<file path="config.mk">
export PLATFORM = sky130hd
export DESIGN_NAME = jitter_attenuator_fifo
export DESIGN_NICKNAME = d
export VERILOG_FILES = /design/src/jitter_pkg.sv /design/src/store_if.sv /design/src/jitter_store.sv /design/src/jitter_attenuator_fifo.sv
export SDC_FILE = /design/constraint.sdc
export NUM_CORES = 2
export LEC_CHECK = 0
export ABC_AREA = 1
export ABC_CLOCK_PERIOD_IN_PS = 8570
export BUFFER_PORTS_ARGS = -buffer_cell sky130_fd_sc_hd__clkbuf_2
export CORE_AREA = 2 2 304 306
export CTS_CLUSTER_DIAMETER = 200
export DETAILED_ROUTE_END_ITERATION = 8
export DIE_AREA = 0 0 306 308
export PLACE_DENSITY = 0.62
export REMOVE_ABC_BUFFERS = 1
export SLEW_MARGIN = 20
export SYNTH_ARGS = -nofsm -noshare
export SYNTH_HDL_FRONTEND = slang
export SYNTH_SLANG_ARGS = --single-unit
</file>
<file path="constraint.sdc">
create_clock -name aclk -period 8.57 [get_ports aclk]
set_input_delay 2.1425 -clock aclk [delete_from_list [all_inputs] [get_ports aclk]]
set_output_delay 2.1425 -clock aclk [all_outputs]
set_load 0.005 [all_outputs]
</file>
<file path="src/jitter_pkg.sv">
`default_nettype none
package jitter_pkg;
    // ==========================================================
    // Sizes
    localparam int NUM_CH    = 4;
    localparam int STORE_MAX = 128;
    localparam int PTR_W     = 7;
    localparam int CNT_W     = 8;
    localparam int ADDR_W    = 8;
    localparam int CFG_W     = 4;
    localparam int CFG_PATH  = 0;
    localparam int CFG_DLO   = 1;
    localparam int CFG_DHI   = 2;
    localparam int STATE_HOST = 31;

    // ==========================================================
    // Synchroniser vector layout
    localparam int SY_HOST  = 0;
    localparam int SY_PATH  = 1;
    localparam int SY_DLO   = 2;
    localparam int SY_DHI   = 3;
    localparam int TXC_BASE = 4;
    localparam int TXD_BASE = TXC_BASE + NUM_CH;
    localparam int RXC_BASE = TXD_BASE + NUM_CH;
    localparam int RXD_BASE = RXC_BASE + NUM_CH;
    localparam int DJC_BASE = RXD_BASE + NUM_CH;
    localparam int SYNC_W   = DJC_BASE + NUM_CH;

    // ==========================================================
    // Store sizes and limit margin
    localparam logic [CNT_W-1:0] SIZE_16      = 8'h10;
    localparam logic [CNT_W-1:0] SIZE_32      = 8'h20;
    localparam logic [CNT_W-1:0] SIZE_128     = 8'h80;
    localparam logic [CNT_W-1:0] LIMIT_MARGIN = 8'h02;

    // ==========================================================
    // Register offsets, reset values, responses
    localparam logic [ADDR_W-1:0] ADDR_CTRL       = 8'h00;
    localparam logic [ADDR_W-1:0] ADDR_LIMIT      = 8'h04;
    localparam logic [ADDR_W-1:0] ADDR_INT_STATUS = 8'h08;
    localparam logic [ADDR_W-1:0] ADDR_INT_CLEAR  = 8'h0C;
    localparam logic [ADDR_W-1:0] ADDR_INT_ENABLE = 8'h10;
    localparam logic [ADDR_W-1:0] ADDR_STATE      = 8'h14;
    localparam logic [31:0]       CTRL_RESET      = 32'h0000_0000;
    localparam logic [31:0]       INT_EN_RESET    = 32'h0000_0000;
    localparam logic [1:0]        RESP_OKAY       = 2'h0;
    localparam logic [1:0]        RESP_SLVERR     = 2'h2;

    // Depth select code {high, low}
    typedef enum logic [1:0] {DEPTH_OFF, DEPTH_16, DEPTH_32, DEPTH_128} depth_e;

    function automatic logic [CNT_W-1:0] store_size(input depth_e d);
        case (d)
            DEPTH_16:  store_size = SIZE_16;
            DEPTH_32:  store_size = SIZE_32;
            DEPTH_128: store_size = SIZE_128;
            default:   store_size = 8'h00;
        endcase
    endfunction : store_size
endpackage : jitter_pkg
`default_nettype wire

</file>
<file path="src/store_if.sv">
`default_nettype none
interface store_if;
    import jitter_pkg::*;
    logic   wr_en;
    logic   wr_bit;
    logic   rd_en;
    logic   clear;
    depth_e depth;
    logic   rd_bit;
    logic   near_limit;
    modport store (input wr_en, wr_bit, rd_en, clear, depth, output rd_bit, near_limit);
    modport ctrl  (output wr_en, wr_bit, rd_en, clear, depth, input rd_bit, near_limit);
endinterface : store_if
`default_nettype wire

</file>
<file path="src/jitter_store.sv">
`default_nettype none
module jitter_store (
    input wire logic aclk,
    input wire logic aresetn,
    store_if.store   sif
);
    import jitter_pkg::*;

    // ==========================================================
    // Storage and pointers
    logic                 mem_reg [STORE_MAX];
    logic [PTR_W-1:0]     wr_ptr_reg;
    logic [PTR_W-1:0]     rd_ptr_reg;
    logic [CNT_W-1:0]     fill_reg;
    logic [CNT_W-1:0]     size;
    logic [CNT_W-1:0]     half;
    logic                 full;
    logic                 empty;
    logic                 do_wr;
    logic                 do_rd;

    // Pointer step with wrap at the selected depth
    function automatic logic [PTR_W-1:0] ptr_inc(input logic [PTR_W-1:0] p,
                                                 input logic [CNT_W-1:0] sz);
        logic [CNT_W-1:0] nxt;
        nxt = {1'b0, p} + 8'h01;
        ptr_inc = (nxt >= sz) ? '0 : nxt[PTR_W-1:0];
    endfunction : ptr_inc

    assign size  = store_size(sif.depth);
    assign half  = {1'b0, size[CNT_W-1:1]};
    assign full  = fill_reg >= size;
    assign empty = fill_reg == 8'h00;
    // Overrun and underrun are dropped, never wrapped over live bits
    assign do_wr = sif.wr_en && !full;
    assign do_rd = sif.rd_en && !empty;

    always_ff @(posedge aclk) begin
        if (do_wr) begin
            mem_reg[wr_ptr_reg] <= sif.wr_bit;
        end
    end

    always_ff @(posedge aclk) begin
        if (!aresetn || sif.clear) begin
            rd_ptr_reg <= '0;
            wr_ptr_reg <= half[PTR_W-1:0];
            fill_reg   <= half;
        end else begin
            if (do_wr) begin
                wr_ptr_reg <= ptr_inc(wr_ptr_reg, size);
            end
            if (do_rd) begin
                rd_ptr_reg <= ptr_inc(rd_ptr_reg, size);
            end
            fill_reg <= fill_reg + {7'h00, do_wr} - {7'h00, do_rd};
        end
    end

    // Head bit is offered combinationally; the caller registers it
    assign sif.rd_bit = mem_reg[rd_ptr_reg];

    // within two bits of a limit
    assign sif.near_limit = (sif.depth != DEPTH_OFF) &&
                            ((fill_reg <= LIMIT_MARGIN) || (fill_reg + LIMIT_MARGIN >= size));

    // ==========================================================
    // Checks
    // write grows fill
    AST_WR_ADVANCE: assert property (@(posedge aclk) disable iff (!aresetn)
        (sif.wr_en && !full && !sif.rd_en && !sif.clear) |=> fill_reg == $past(fill_reg) + 8'h01)
        else $error("fill did not grow on write");
    AST_RESTART_HALF: assert property (@(posedge aclk) disable iff (!aresetn)
        sif.clear |=> (fill_reg == $past(half) && rd_ptr_reg == '0))
        else $error("store did not restart at half depth");
    AST_NEAR_OVER: assert property (@(posedge aclk) disable iff (!aresetn)
        (sif.depth != DEPTH_OFF && $stable(sif.depth) && do_wr && !do_rd && !sif.clear
         && fill_reg + LIMIT_MARGIN + 8'h01 == size) |=> sif.near_limit)
        else $error("near limit missed two bits from full");
    AST_DEPTH_BOUND: assert property (@(posedge aclk) disable iff (!aresetn)
        (sif.depth != DEPTH_OFF && $stable(sif.depth)) |-> fill_reg <= size)
        else $error("fill exceeds selected depth");
endmodule : jitter_store
`default_nettype wire

</file>
<file path="src/jitter_attenuator_fifo.sv">
// The AXI4-Lite slave port and the register addresses were chosen for this implementation.
`default_nettype none
// Function
// - In host mode each channel's path bit puts its attenuator in the receive or transmit path.
// - In hardware mode one path pin puts all channels' attenuators in the same path.
// - The elastic store depth is selectable as 16, 32 or 128 bits.
// - In host mode a two-bit per-channel setting picks the depth or bypasses the attenuator.
// - In hardware mode two depth pins pick one depth for all channels or bypass them all.
// - Bits are written on the selected path's clock and read out on the dejittered clock.
// - Within two bits of overflow or underflow the channel's limit flag is set to 1.
// - Reading the limit flag clears that channel's store and returns the flag to default.
module jitter_attenuator_fifo (
    input  wire logic                          aclk,
    input  wire logic                          aresetn,
    // AXI4-Lite slave
    input  wire logic [jitter_pkg::ADDR_W-1:0] awaddr,
    input  wire logic                          awvalid,
    output logic                               awready,
    input  wire logic [31:0]                   wdata,
    input  wire logic [3:0]                    wstrb,
    input  wire logic                          wvalid,
    output logic                               wready,
    output logic [1:0]                         bresp,
    output logic                               bvalid,
    input  wire logic                          bready,
    input  wire logic [jitter_pkg::ADDR_W-1:0] araddr,
    input  wire logic                          arvalid,
    output logic                               arready,
    output logic [31:0]                        rdata,
    output logic [1:0]                         rresp,
    output logic                               rvalid,
    input  wire logic                          rready,
    // Mode and hardware-mode pins
    input  wire logic                          host_mode_pin,
    input  wire logic                          jitter_path_select_pin,
    input  wire logic                          store_depth_select_low_pin,
    input  wire logic                          store_depth_select_high_pin,
    // Line-side streams, one bit per channel
    input  wire logic [jitter_pkg::NUM_CH-1:0] transmit_path_clock,
    input  wire logic [jitter_pkg::NUM_CH-1:0] transmit_data_in,
    input  wire logic [jitter_pkg::NUM_CH-1:0] receive_path_clock,
    input  wire logic [jitter_pkg::NUM_CH-1:0] receive_data_in,
    input  wire logic [jitter_pkg::NUM_CH-1:0] dejittered_clock,
    output logic [jitter_pkg::NUM_CH-1:0]      transmit_data_out,
    output logic [jitter_pkg::NUM_CH-1:0]      receive_data_out,
    output logic                               irq
);
    import jitter_pkg::*;

    // ==========================================================
    // Pin synchronisers
    logic [SYNC_W-1:0]  pins;
    logic [SYNC_W-1:0]  s1_reg;
    logic [SYNC_W-1:0]  s2_reg;
    logic [SYNC_W-1:0]  s3_reg;
    logic [SYNC_W-1:0]  filt_reg;
    logic [SYNC_W-1:0]  rise;

    assign pins = {dejittered_clock, receive_data_in, receive_path_clock,
                   transmit_data_in, transmit_path_clock,
                   store_depth_select_high_pin, store_depth_select_low_pin,
                   jitter_path_select_pin, host_mode_pin};

    always_ff @(posedge aclk) begin
        if (!aresetn) begin
            s1_reg <= '0;
            s2_reg <= '0;
            s3_reg <= '0;
        end else begin
            s1_reg <= pins;
            s2_reg <= s1_reg;
            s3_reg <= s2_reg;
        end
    end

    // A level counts only once stages two and three agree
    always_ff @(posedge aclk) begin
        if (!aresetn) begin
            filt_reg <= '0;
        end else begin
            filt_reg <= (s2_reg & s3_reg) | (filt_reg & (s2_reg | s3_reg));
        end
    end

    assign rise = s2_reg & s3_reg & ~filt_reg;

    // ==========================================================
    // Register state
    logic [31:0]        ctrl_reg;
    logic [31:0]        int_en_reg;
    logic [NUM_CH-1:0]  int_status_reg;
    logic [NUM_CH-1:0]  limit_reg;
    logic [NUM_CH-1:0]  limit_next;
    logic [NUM_CH-1:0]  int_status_next;
    logic [3*NUM_CH-1:0] cfg_prev_reg;
    logic [3*NUM_CH-1:0] cfg_now;

    // ==========================================================
    // Effective configuration
    logic               host;
    logic [NUM_CH-1:0]  path_tx;
    logic [NUM_CH-1:0]  enabled;
    depth_e             depth_w [NUM_CH];

    assign host = filt_reg[SY_HOST];

    always_comb begin
        for (int i = 0; i < NUM_CH; i++) begin
            if (host) begin
                path_tx[i] = ctrl_reg[i*CFG_W + CFG_PATH];
                depth_w[i] = depth_e'({ctrl_reg[i*CFG_W + CFG_DHI], ctrl_reg[i*CFG_W + CFG_DLO]});
            end else begin
                path_tx[i] = filt_reg[SY_PATH];
                depth_w[i] = depth_e'({filt_reg[SY_DHI], filt_reg[SY_DLO]});
            end
            enabled[i] = depth_w[i] != DEPTH_OFF;
            cfg_now[3*i +: 3] = {depth_w[i], path_tx[i]};
        end
    end

    // A change of path or depth restarts the store
    always_ff @(posedge aclk) begin
        if (!aresetn) begin
            cfg_prev_reg <= '0;
        end else begin
            cfg_prev_reg <= cfg_now;
        end
    end

    // ==========================================================
    // AXI4-Lite write channel
    logic               aw_got_reg;
    logic [ADDR_W-1:0]  aw_addr_reg;
    logic               w_got_reg;
    logic [31:0]        w_data_reg;
    logic [3:0]         w_strb_reg;
    logic               bvalid_reg;
    logic [1:0]         bresp_reg;
    logic               wr_fire;

    function automatic logic [31:0] apply_strb(input logic [31:0] old_v,
                                               input logic [31:0] new_v,
                                               input logic [3:0]  strb);
        for (int b = 0; b < 4; b++) begin
            old_v[8*b +: 8] = strb[b] ? new_v[8*b +: 8] : old_v[8*b +: 8];
        end
        apply_strb = old_v;
    endfunction : apply_strb

    // Address and data are taken in either order, then applied together
    assign awready = !aw_got_reg;
    assign wready  = !w_got_reg;
    assign wr_fire = aw_got_reg && w_got_reg && !bvalid_reg;
    assign bvalid  = bvalid_reg;
    assign bresp   = bresp_reg;

    always_ff @(posedge aclk) begin
        if (!aresetn) begin
            aw_got_reg  <= 1'b0;
            aw_addr_reg <= '0;
            w_got_reg   <= 1'b0;
            w_data_reg  <= '0;
            w_strb_reg  <= '0;
        end else begin
            if (awvalid && awready) begin
                aw_got_reg  <= 1'b1;
                aw_addr_reg <= awaddr;
            end else if (wr_fire) begin
                aw_got_reg <= 1'b0;
            end
            if (wvalid && wready) begin
                w_got_reg  <= 1'b1;
                w_data_reg <= wdata;
                w_strb_reg <= wstrb;
            end else if (wr_fire) begin
                w_got_reg <= 1'b0;
            end
        end
    end

    // Write response; unmapped or read-only targets answer SLVERR
    always_ff @(posedge aclk) begin
        if (!aresetn) begin
            bvalid_reg <= 1'b0;
            bresp_reg  <= RESP_OKAY;
        end else if (wr_fire) begin
            bvalid_reg <= 1'b1;
            case (aw_addr_reg)
                ADDR_CTRL, ADDR_INT_CLEAR, ADDR_INT_ENABLE: bresp_reg <= RESP_OKAY;
                default:                                    bresp_reg <= RESP_SLVERR;
            endcase
        end else if (bready) begin
            bvalid_reg <= 1'b0;
        end
    end

    // Writable control registers
    always_ff @(posedge aclk) begin
        if (!aresetn) begin
            ctrl_reg   <= CTRL_RESET;
            int_en_reg <= INT_EN_RESET;
        end else if (wr_fire) begin
            if (aw_addr_reg == ADDR_CTRL) begin
                ctrl_reg <= apply_strb(ctrl_reg, w_data_reg, w_strb_reg);
            end
            if (aw_addr_reg == ADDR_INT_ENABLE) begin
                int_en_reg <= apply_strb(int_en_reg, w_data_reg, w_strb_reg);
            end
        end
    end

    // ==========================================================
    // AXI4-Lite read channel
    logic               rvalid_reg;
    logic [31:0]        rdata_reg;
    logic [1:0]         rresp_reg;
    logic               ar_fire;
    logic               rd_clr;
    logic [31:0]        rdata_next;
    logic [1:0]         rresp_next;

    assign arready = !rvalid_reg;
    assign ar_fire = arvalid && arready;
    assign rd_clr  = ar_fire && (araddr == ADDR_LIMIT);
    assign rvalid  = rvalid_reg;
    assign rdata   = rdata_reg;
    assign rresp   = rresp_reg;

    // Read mux; the write-only clear register reads as zero
    always_comb begin
        rdata_next = 32'h0000_0000;
        rresp_next = RESP_OKAY;
        case (araddr)
            ADDR_CTRL:       rdata_next = ctrl_reg;
            ADDR_LIMIT:      rdata_next[NUM_CH-1:0] = limit_reg;
            ADDR_INT_STATUS: rdata_next[NUM_CH-1:0] = int_status_reg;
            ADDR_INT_CLEAR:  rdata_next = 32'h0000_0000;
            ADDR_INT_ENABLE: rdata_next = int_en_reg;
            ADDR_STATE: begin
                for (int i = 0; i < NUM_CH; i++) begin
                    rdata_next[i*CFG_W +: 3] = cfg_now[3*i +: 3];
                end
                rdata_next[STATE_HOST] = host;
            end
            default:         rresp_next = RESP_SLVERR;
        endcase
    end

    always_ff @(posedge aclk) begin
        if (!aresetn) begin
            rvalid_reg <= 1'b0;
            rdata_reg  <= '0;
            rresp_reg  <= RESP_OKAY;
        end else if (ar_fire) begin
            rvalid_reg <= 1'b1;
            rdata_reg  <= rdata_next;
            rresp_reg  <= rresp_next;
        end else if (rready) begin
            rvalid_reg <= 1'b0;
        end
    end

    // ==========================================================
    // Per-channel elastic stores
    logic [NUM_CH-1:0]  near_w;
    logic [NUM_CH-1:0]  rd_bit_w;
    logic [NUM_CH-1:0]  clear_w;

    for (genvar ch = 0; ch < NUM_CH; ch++) begin : g_ch
        store_if sif ();

        // read of a set flag clears the store
        assign clear_w[ch] = (rd_clr && limit_reg[ch]) || !enabled[ch] ||
                             (cfg_now[3*ch +: 3] != cfg_prev_reg[3*ch +: 3]);
        assign sif.clear   = clear_w[ch];
        assign sif.depth   = depth_w[ch];
        assign sif.wr_en   = enabled[ch] && (path_tx[ch] ? rise[TXC_BASE + ch]
                                                         : rise[RXC_BASE + ch]);
        assign sif.wr_bit  = path_tx[ch] ? s3_reg[TXD_BASE + ch] : s3_reg[RXD_BASE + ch];
        assign sif.rd_en   = enabled[ch] && rise[DJC_BASE + ch];
        assign near_w[ch]  = sif.near_limit;
        assign rd_bit_w[ch] = sif.rd_bit;

        jitter_store u_store (
            .aclk    (aclk),
            .aresetn (aresetn),
            .sif     (sif)
        );
    end

    // ==========================================================
    // Line outputs: dejittered data in the chosen path, bypass otherwise
    logic [NUM_CH-1:0]  tx_out_reg;
    logic [NUM_CH-1:0]  rx_out_reg;
    logic [NUM_CH-1:0]  attn_tx;
    logic [NUM_CH-1:0]  attn_rx;

    assign attn_tx = path_tx & enabled;
    assign attn_rx = ~path_tx & enabled;

    always_ff @(posedge aclk) begin
        if (!aresetn) begin
            tx_out_reg <= '0;
            rx_out_reg <= '0;
        end else begin
            for (int i = 0; i < NUM_CH; i++) begin
                if (attn_tx[i] ? rise[DJC_BASE + i] : rise[TXC_BASE + i]) begin
                    tx_out_reg[i] <= attn_tx[i] ? rd_bit_w[i] : s3_reg[TXD_BASE + i];
                end
                if (attn_rx[i] ? rise[DJC_BASE + i] : rise[RXC_BASE + i]) begin
                    rx_out_reg[i] <= attn_rx[i] ? rd_bit_w[i] : s3_reg[RXD_BASE + i];
                end
            end
        end
    end

    assign transmit_data_out = tx_out_reg;
    assign receive_data_out  = rx_out_reg;

    // ==========================================================
    // Limit flags and interrupt
    logic [NUM_CH-1:0]  lim_set;
    logic [NUM_CH-1:0]  int_clr;

    // A store being cleared this cycle does not re-arm its own flag
    assign lim_set = near_w & ~clear_w;
    assign int_clr = (wr_fire && aw_addr_reg == ADDR_INT_CLEAR) ?
                     w_data_reg[NUM_CH-1:0] : '0;

    // set flag; read clears, set wins
    assign limit_next      = lim_set | (limit_reg & ~{NUM_CH{rd_clr}});
    assign int_status_next = (lim_set & ~limit_reg) | (int_status_reg & ~int_clr);

    always_ff @(posedge aclk) begin
        if (!aresetn) begin
            limit_reg      <= '0;
            int_status_reg <= '0;
        end else begin
            limit_reg      <= limit_next;
            int_status_reg <= int_status_next;
        end
    end

    // Level interrupt while any enabled status bit stands
    assign irq = |(int_status_reg & int_en_reg[NUM_CH-1:0]);

    // ==========================================================
    // Checks
    // host write steers path
    AST_HOST_PATH: assert property (@(posedge aclk) disable iff (!aresetn)
        (wr_fire && aw_addr_reg == ADDR_CTRL && w_strb_reg[0] && host && $stable(host))
        |=> path_tx[0] == $past(w_data_reg[CFG_PATH]))
        else $error("host path bit not applied");
    AST_HW_PATH: assert property (@(posedge aclk) disable iff (!aresetn)
        !host |-> path_tx == {NUM_CH{filt_reg[SY_PATH]}})
        else $error("hardware path pin not common");
    AST_HW_DEPTH: assert property (@(posedge aclk) disable iff (!aresetn)
        (!host && !filt_reg[SY_DLO] && !filt_reg[SY_DHI]) |-> enabled == '0)
        else $error("hardware depth pins did not disable all");
    AST_BYPASS: assert property (@(posedge aclk) disable iff (!aresetn)
        (!attn_tx[0] && rise[TXC_BASE])
        |=> transmit_data_out[0] == $past(s3_reg[TXD_BASE]))
        else $error("bypass data not passed");
    AST_READ_CLEAR: assert property (@(posedge aclk) disable iff (!aresetn)
        (rd_clr && limit_reg[0]) |=> (!limit_reg[0] && rvalid && rdata[0]))
        else $error("limit flag not cleared by read");
endmodule : jitter_attenuator_fifo
`default_nettype wire

</file>
==> flow_summary_export.csv <==
group,metric,value,unit
power_and_ir_drop,switchingPower,0.00185,W
place,io_buffers,130,
drt,drtIter0Drc,2576,
power_and_ir_drop,peakVddDrop,0.000165,V
finish,stdcell_area,0.0455,mm²
place,dpl-instance-area,0.0423,mm²
floorplanning,dieArea,0.0942,mm²
power_and_ir_drop,power_switching_share,21.0,%
power_and_ir_drop,powerDensity,195,mW/mm²
floorplanning,fp.dieH,308,µm
synthesis,synth_top_area_cell,"edfxtp_1",
synthesis,ys_async_sr_fraction,0,%
place,dp_hpwl,61.3,mm
finish,largest_reg_flops,512,
timing,fin_crit,4270,ps
worst_setup_path,cp_slowest_cell,"dfxtp_1",
timing,setup_tns,0,ps
worst_setup_path,worstSetupPathType,"flip-flop to flip-flop",
floorplanning,core-area,0.0910,mm²
timing,drv_slew,0,
power_and_ir_drop,pwr-share-seq,51.7,%
timing,setup_ws,4300,ps
floorplanning,start_util,44.8,%
synthesis,post-synth-top-area-fraction,39.8,%
worst_setup_path,end_kind,"flip-flop",
power_and_ir_drop,power_frac_clock,46.4,%
drt,routed_wl,99.6,mm
timing,setup_viol,0,
power_and_ir_drop,p_comb_share,1.9,%
global_routing,track_usage,20.8,%
global_routing,grt_pass1_wl,157,mm
global_routing,first_global_vias,28700,
global_routing,antenna_found_initial,1,
clocking,clkSinkCount,890,
finish,final_util,50.0,%
power_and_ir_drop,p_total,0.00884,W
clocking,htreeDepth,3,
worst_setup_path,cp.required,9130,ps
clocking,clk_path_buf_depth,3,
finish,diodes,0,
drt,via_per_inst,5.18,
synthesis,synth_warnings,0,
run_status,status,"completed",
synthesis,synth.area.top_cells,"edfxtp_1 40%, dfxtp_1 17%, nand2_1 9.3%",
synthesis,ys_types,65,
worst_setup_path,crit_family,"simple AND/OR/NAND/NOR gates",
timing,rsz0062_at_grt,"false",
drt,vias,30700,
floorplanning,rows,111,
clocking,holdBufCountCts,0,
clocking,ctsRootBufferMaster,"clkbuf_16",
worst_setup_path,critPathBufInv,2,
worst_setup_path,critPathMaxFanout,10,
worst_setup_path,cp_cell_sequence,"inv_8 > o21ai_2 > nand2_1 > ha_1 > o21ai_1 > nand2_1 > nand2_1 > nand2_1 > inv_2 > ha_1 > fa_1 > a21oi_1 > nor2_1 > nor2_1 > nor2_1 > o21ai_0 > nand2_1 > xor2_1 > nand2_1 > nand2_1",
timing,fmax,0.234,GHz
finish,n_fill_cell,8520,
floorplanning,die_w,306,µm
timing,relSlewSlack,26.2,%
timing,worst_slew_pin_slew,1100,ps
timing,fin_crit_sh,49.9,%
finish,layout.nets,4864,
power_and_ir_drop,power.leakage,17.7,nW
power_and_ir_drop,internal_power,0.00699,W
drt,ant_nets,0,
drt,drc,0,
floorplanning,ios,133,
clocking,cts_setup_buffers,0,
global_routing,grt.overflow.total,0,
synthesis,ys_seq_elements,890,
clocking,clock_latency,680,ps
clocking,cts_buffers,93,
synthesis,synth-seq-area-share,57.0,%
clocking,cts_tree,"yes",
worst_setup_path,cp_slowest_stage_delay,870,ps
hold_path,hold_path_class,"flip-flop to flip-flop",
synthesis,syn-instance-count,4590,
synthesis,synth_flop_cell,"edfxtp_1",
flow_run,cap_violations,0,
clocking,cts_resized,0,
clocking,clkTransAtPathRegs,60,ps
worst_setup_path,crit_arrival,4830,ps
finish,drive_gt1_share,8.69,%
finish,area_delta_synth_final,11.7,%
place,pre_cts_slack,3980,ps
worst_setup_path,worst_setup_path_start_kind,"flip-flop",
place,gp_congestion,0.833,
drt,first_pass_iters,5,
drt,wl_per_cell,16.8,µm
global_routing,grt_max_degree,129,
timing,finalHoldViolations,0,
worst_setup_path,cpMostUsedCell,"nand2_1",
synthesis,synth_edf_count,540,
synthesis,syn_avg_cell_area,8.87,µm²
timing,skew,26.7,ps
synthesis,syn-cell-area,0.0407,mm²
==> routing by layer <==
layer / track usage [%] / share of wire (%) / up-vias
met1: 29.6 / 47 / 14500
li1: - / - / 15300
met5: 0 / 0.0080 / -
met4: 5.28 / 1.8 / 2
met2: 32.9 / 45 / 783
met3: 3.61 / 6.3 / 130
==> placed cells by master (no fill, tap or decap), types with 10 or more instances in the layout <==
cell       netlist  final
clkinv_2         1     16
edfxtp_1       540    540
clkbuf_1       164     21
nor3_1          37     37
nand2_2         10     10
o221ai_1        16     16
inv_1          352    351
o21ai_0        209    206
a21oi_1        126    126
clkinv_1         2     13
xor2_1          51     51
dfxtp_1        350    344
clkbuf_16        0     96
nand4_1         12     12
nand2_1       1011   1010
clkbuf_2         0    129
ha_1           124    124
nor2_1         851    850
nand3_1        525    525
inv_2           17     17
buf_4            3     24
==> worst reg2reg max path, cell delays in order, from the launching register on <==
cell     delay (ps)
dfxtp_1         870
inv_8           140
o21ai_2         380
nand2_1         200
ha_1            310
o21ai_1          60
nand2_1          60
nand2_1          50
nand2_1         320
inv_2           180
ha_1            280
fa_1            440
a21oi_1         160
nor2_1           50
nor2_1          150
nor2_1           50
o21ai_0         150
nand2_1          80
xor2_1          140
nand2_1          60
nand2_1          40
==> metrics by stage <==
step / cells / hold WS [ps]
floorplan: 4401 / 390
global placement: 5744 / 393
detailed placement: 5744 / 397
CTS: 5918 / 410
global route: 5918 / 431
finish: 5918 / 411
==> synth_stat cells (4+ instances only) <==
cell type / n
nor3b_1: 5
a21boi_0: 6
nor2_4: 7
inv_2: 17
a211oi_1: 9
o21ai_1: 8
nand4_1: 12
xor2_1: 51
o21ai_0: 209
inv_1: 352
buf_6: 8
a31o_2: 9
nand3_1: 525
o211ai_1: 7
nand3b_1: 5
o21ai_2: 4
o21bai_1: 9
nor3_4: 8
a21oi_1: 126
clkbuf_1: 164
nand2_1: 1011
and3_1: 4
nor2_2: 6
nand3_4: 4
nand2_4: 6
dfxtp_1: 350
or2_2: 8
nor2_1: 851
ha_1: 124
buf_1: 11
nand2_2: 10
edfxtp_1: 540
a31oi_1: 4
or2_1: 9
nor3_1: 37
buf_2: 4
fa_1: 4
xnor2_1: 7
o221ai_1: 16
==> cell families (layout without fill, tap and decap cells) <==
logic type      count (synthesis)  after routing  synth area share (%)
compound gates                428            428                  5.98
xor+xnor                       58             58                  1.25
fa+ha+maj                     128            128                  4.01
buf+inv                       564            705                  5.42
flops                         890            890                  57.0
mux                             2              2                0.0492
other cells                     1              2               0.00921
simple gates                 2519           2519                  26.3
==> final timing paths <==
check / from / end / slack [ps] / cells after the start
setup / recovery: filt_reg[0] / g_ch[2].u_store.fill_reg[6] / 4300 / 20
hold / removal: s1_reg[10] / s2_reg[10] / 410 / 2
setup reg to reg: filt_reg[0] / g_ch[2].u_store.fill_reg[6] / 4300 / 20
hold reg to reg: s1_reg[10] / s2_reg[10] / 410 / 2
==> power by group through the flow <==
stage / Clock, W / Sequential, W / Combinational (W)
global placement: 0 / 0.00467 / 0.000162
CTS: 0.00418 / 0.00457 / 0.000164
floorplan: 0 / 0.00466 / 0.0000817
finish: 0.00411 / 0.00457 / 0.000164
global route: 0.00434 / 0.00458 / 0.000186
detailed placement: 0 / 0.00467 / 0.000163
==> cell type report <==
class / instances / area [µm²] / share of cell area [%]
multi-input cells: 3137 / 15300 / 33.8
clock inverters: 48 / 509 / 1.12
clock buffers: 126 / 2610 / 5.73
well taps: 1186 / 1480 / 3.26
flip-flops and latches: 890 / 23200 / 51.1
inverters: 374 / 1420 / 3.12
repair buffers: 157 / 871 / 1.92
Note: power is estimated with default switching activity, not from simulation.
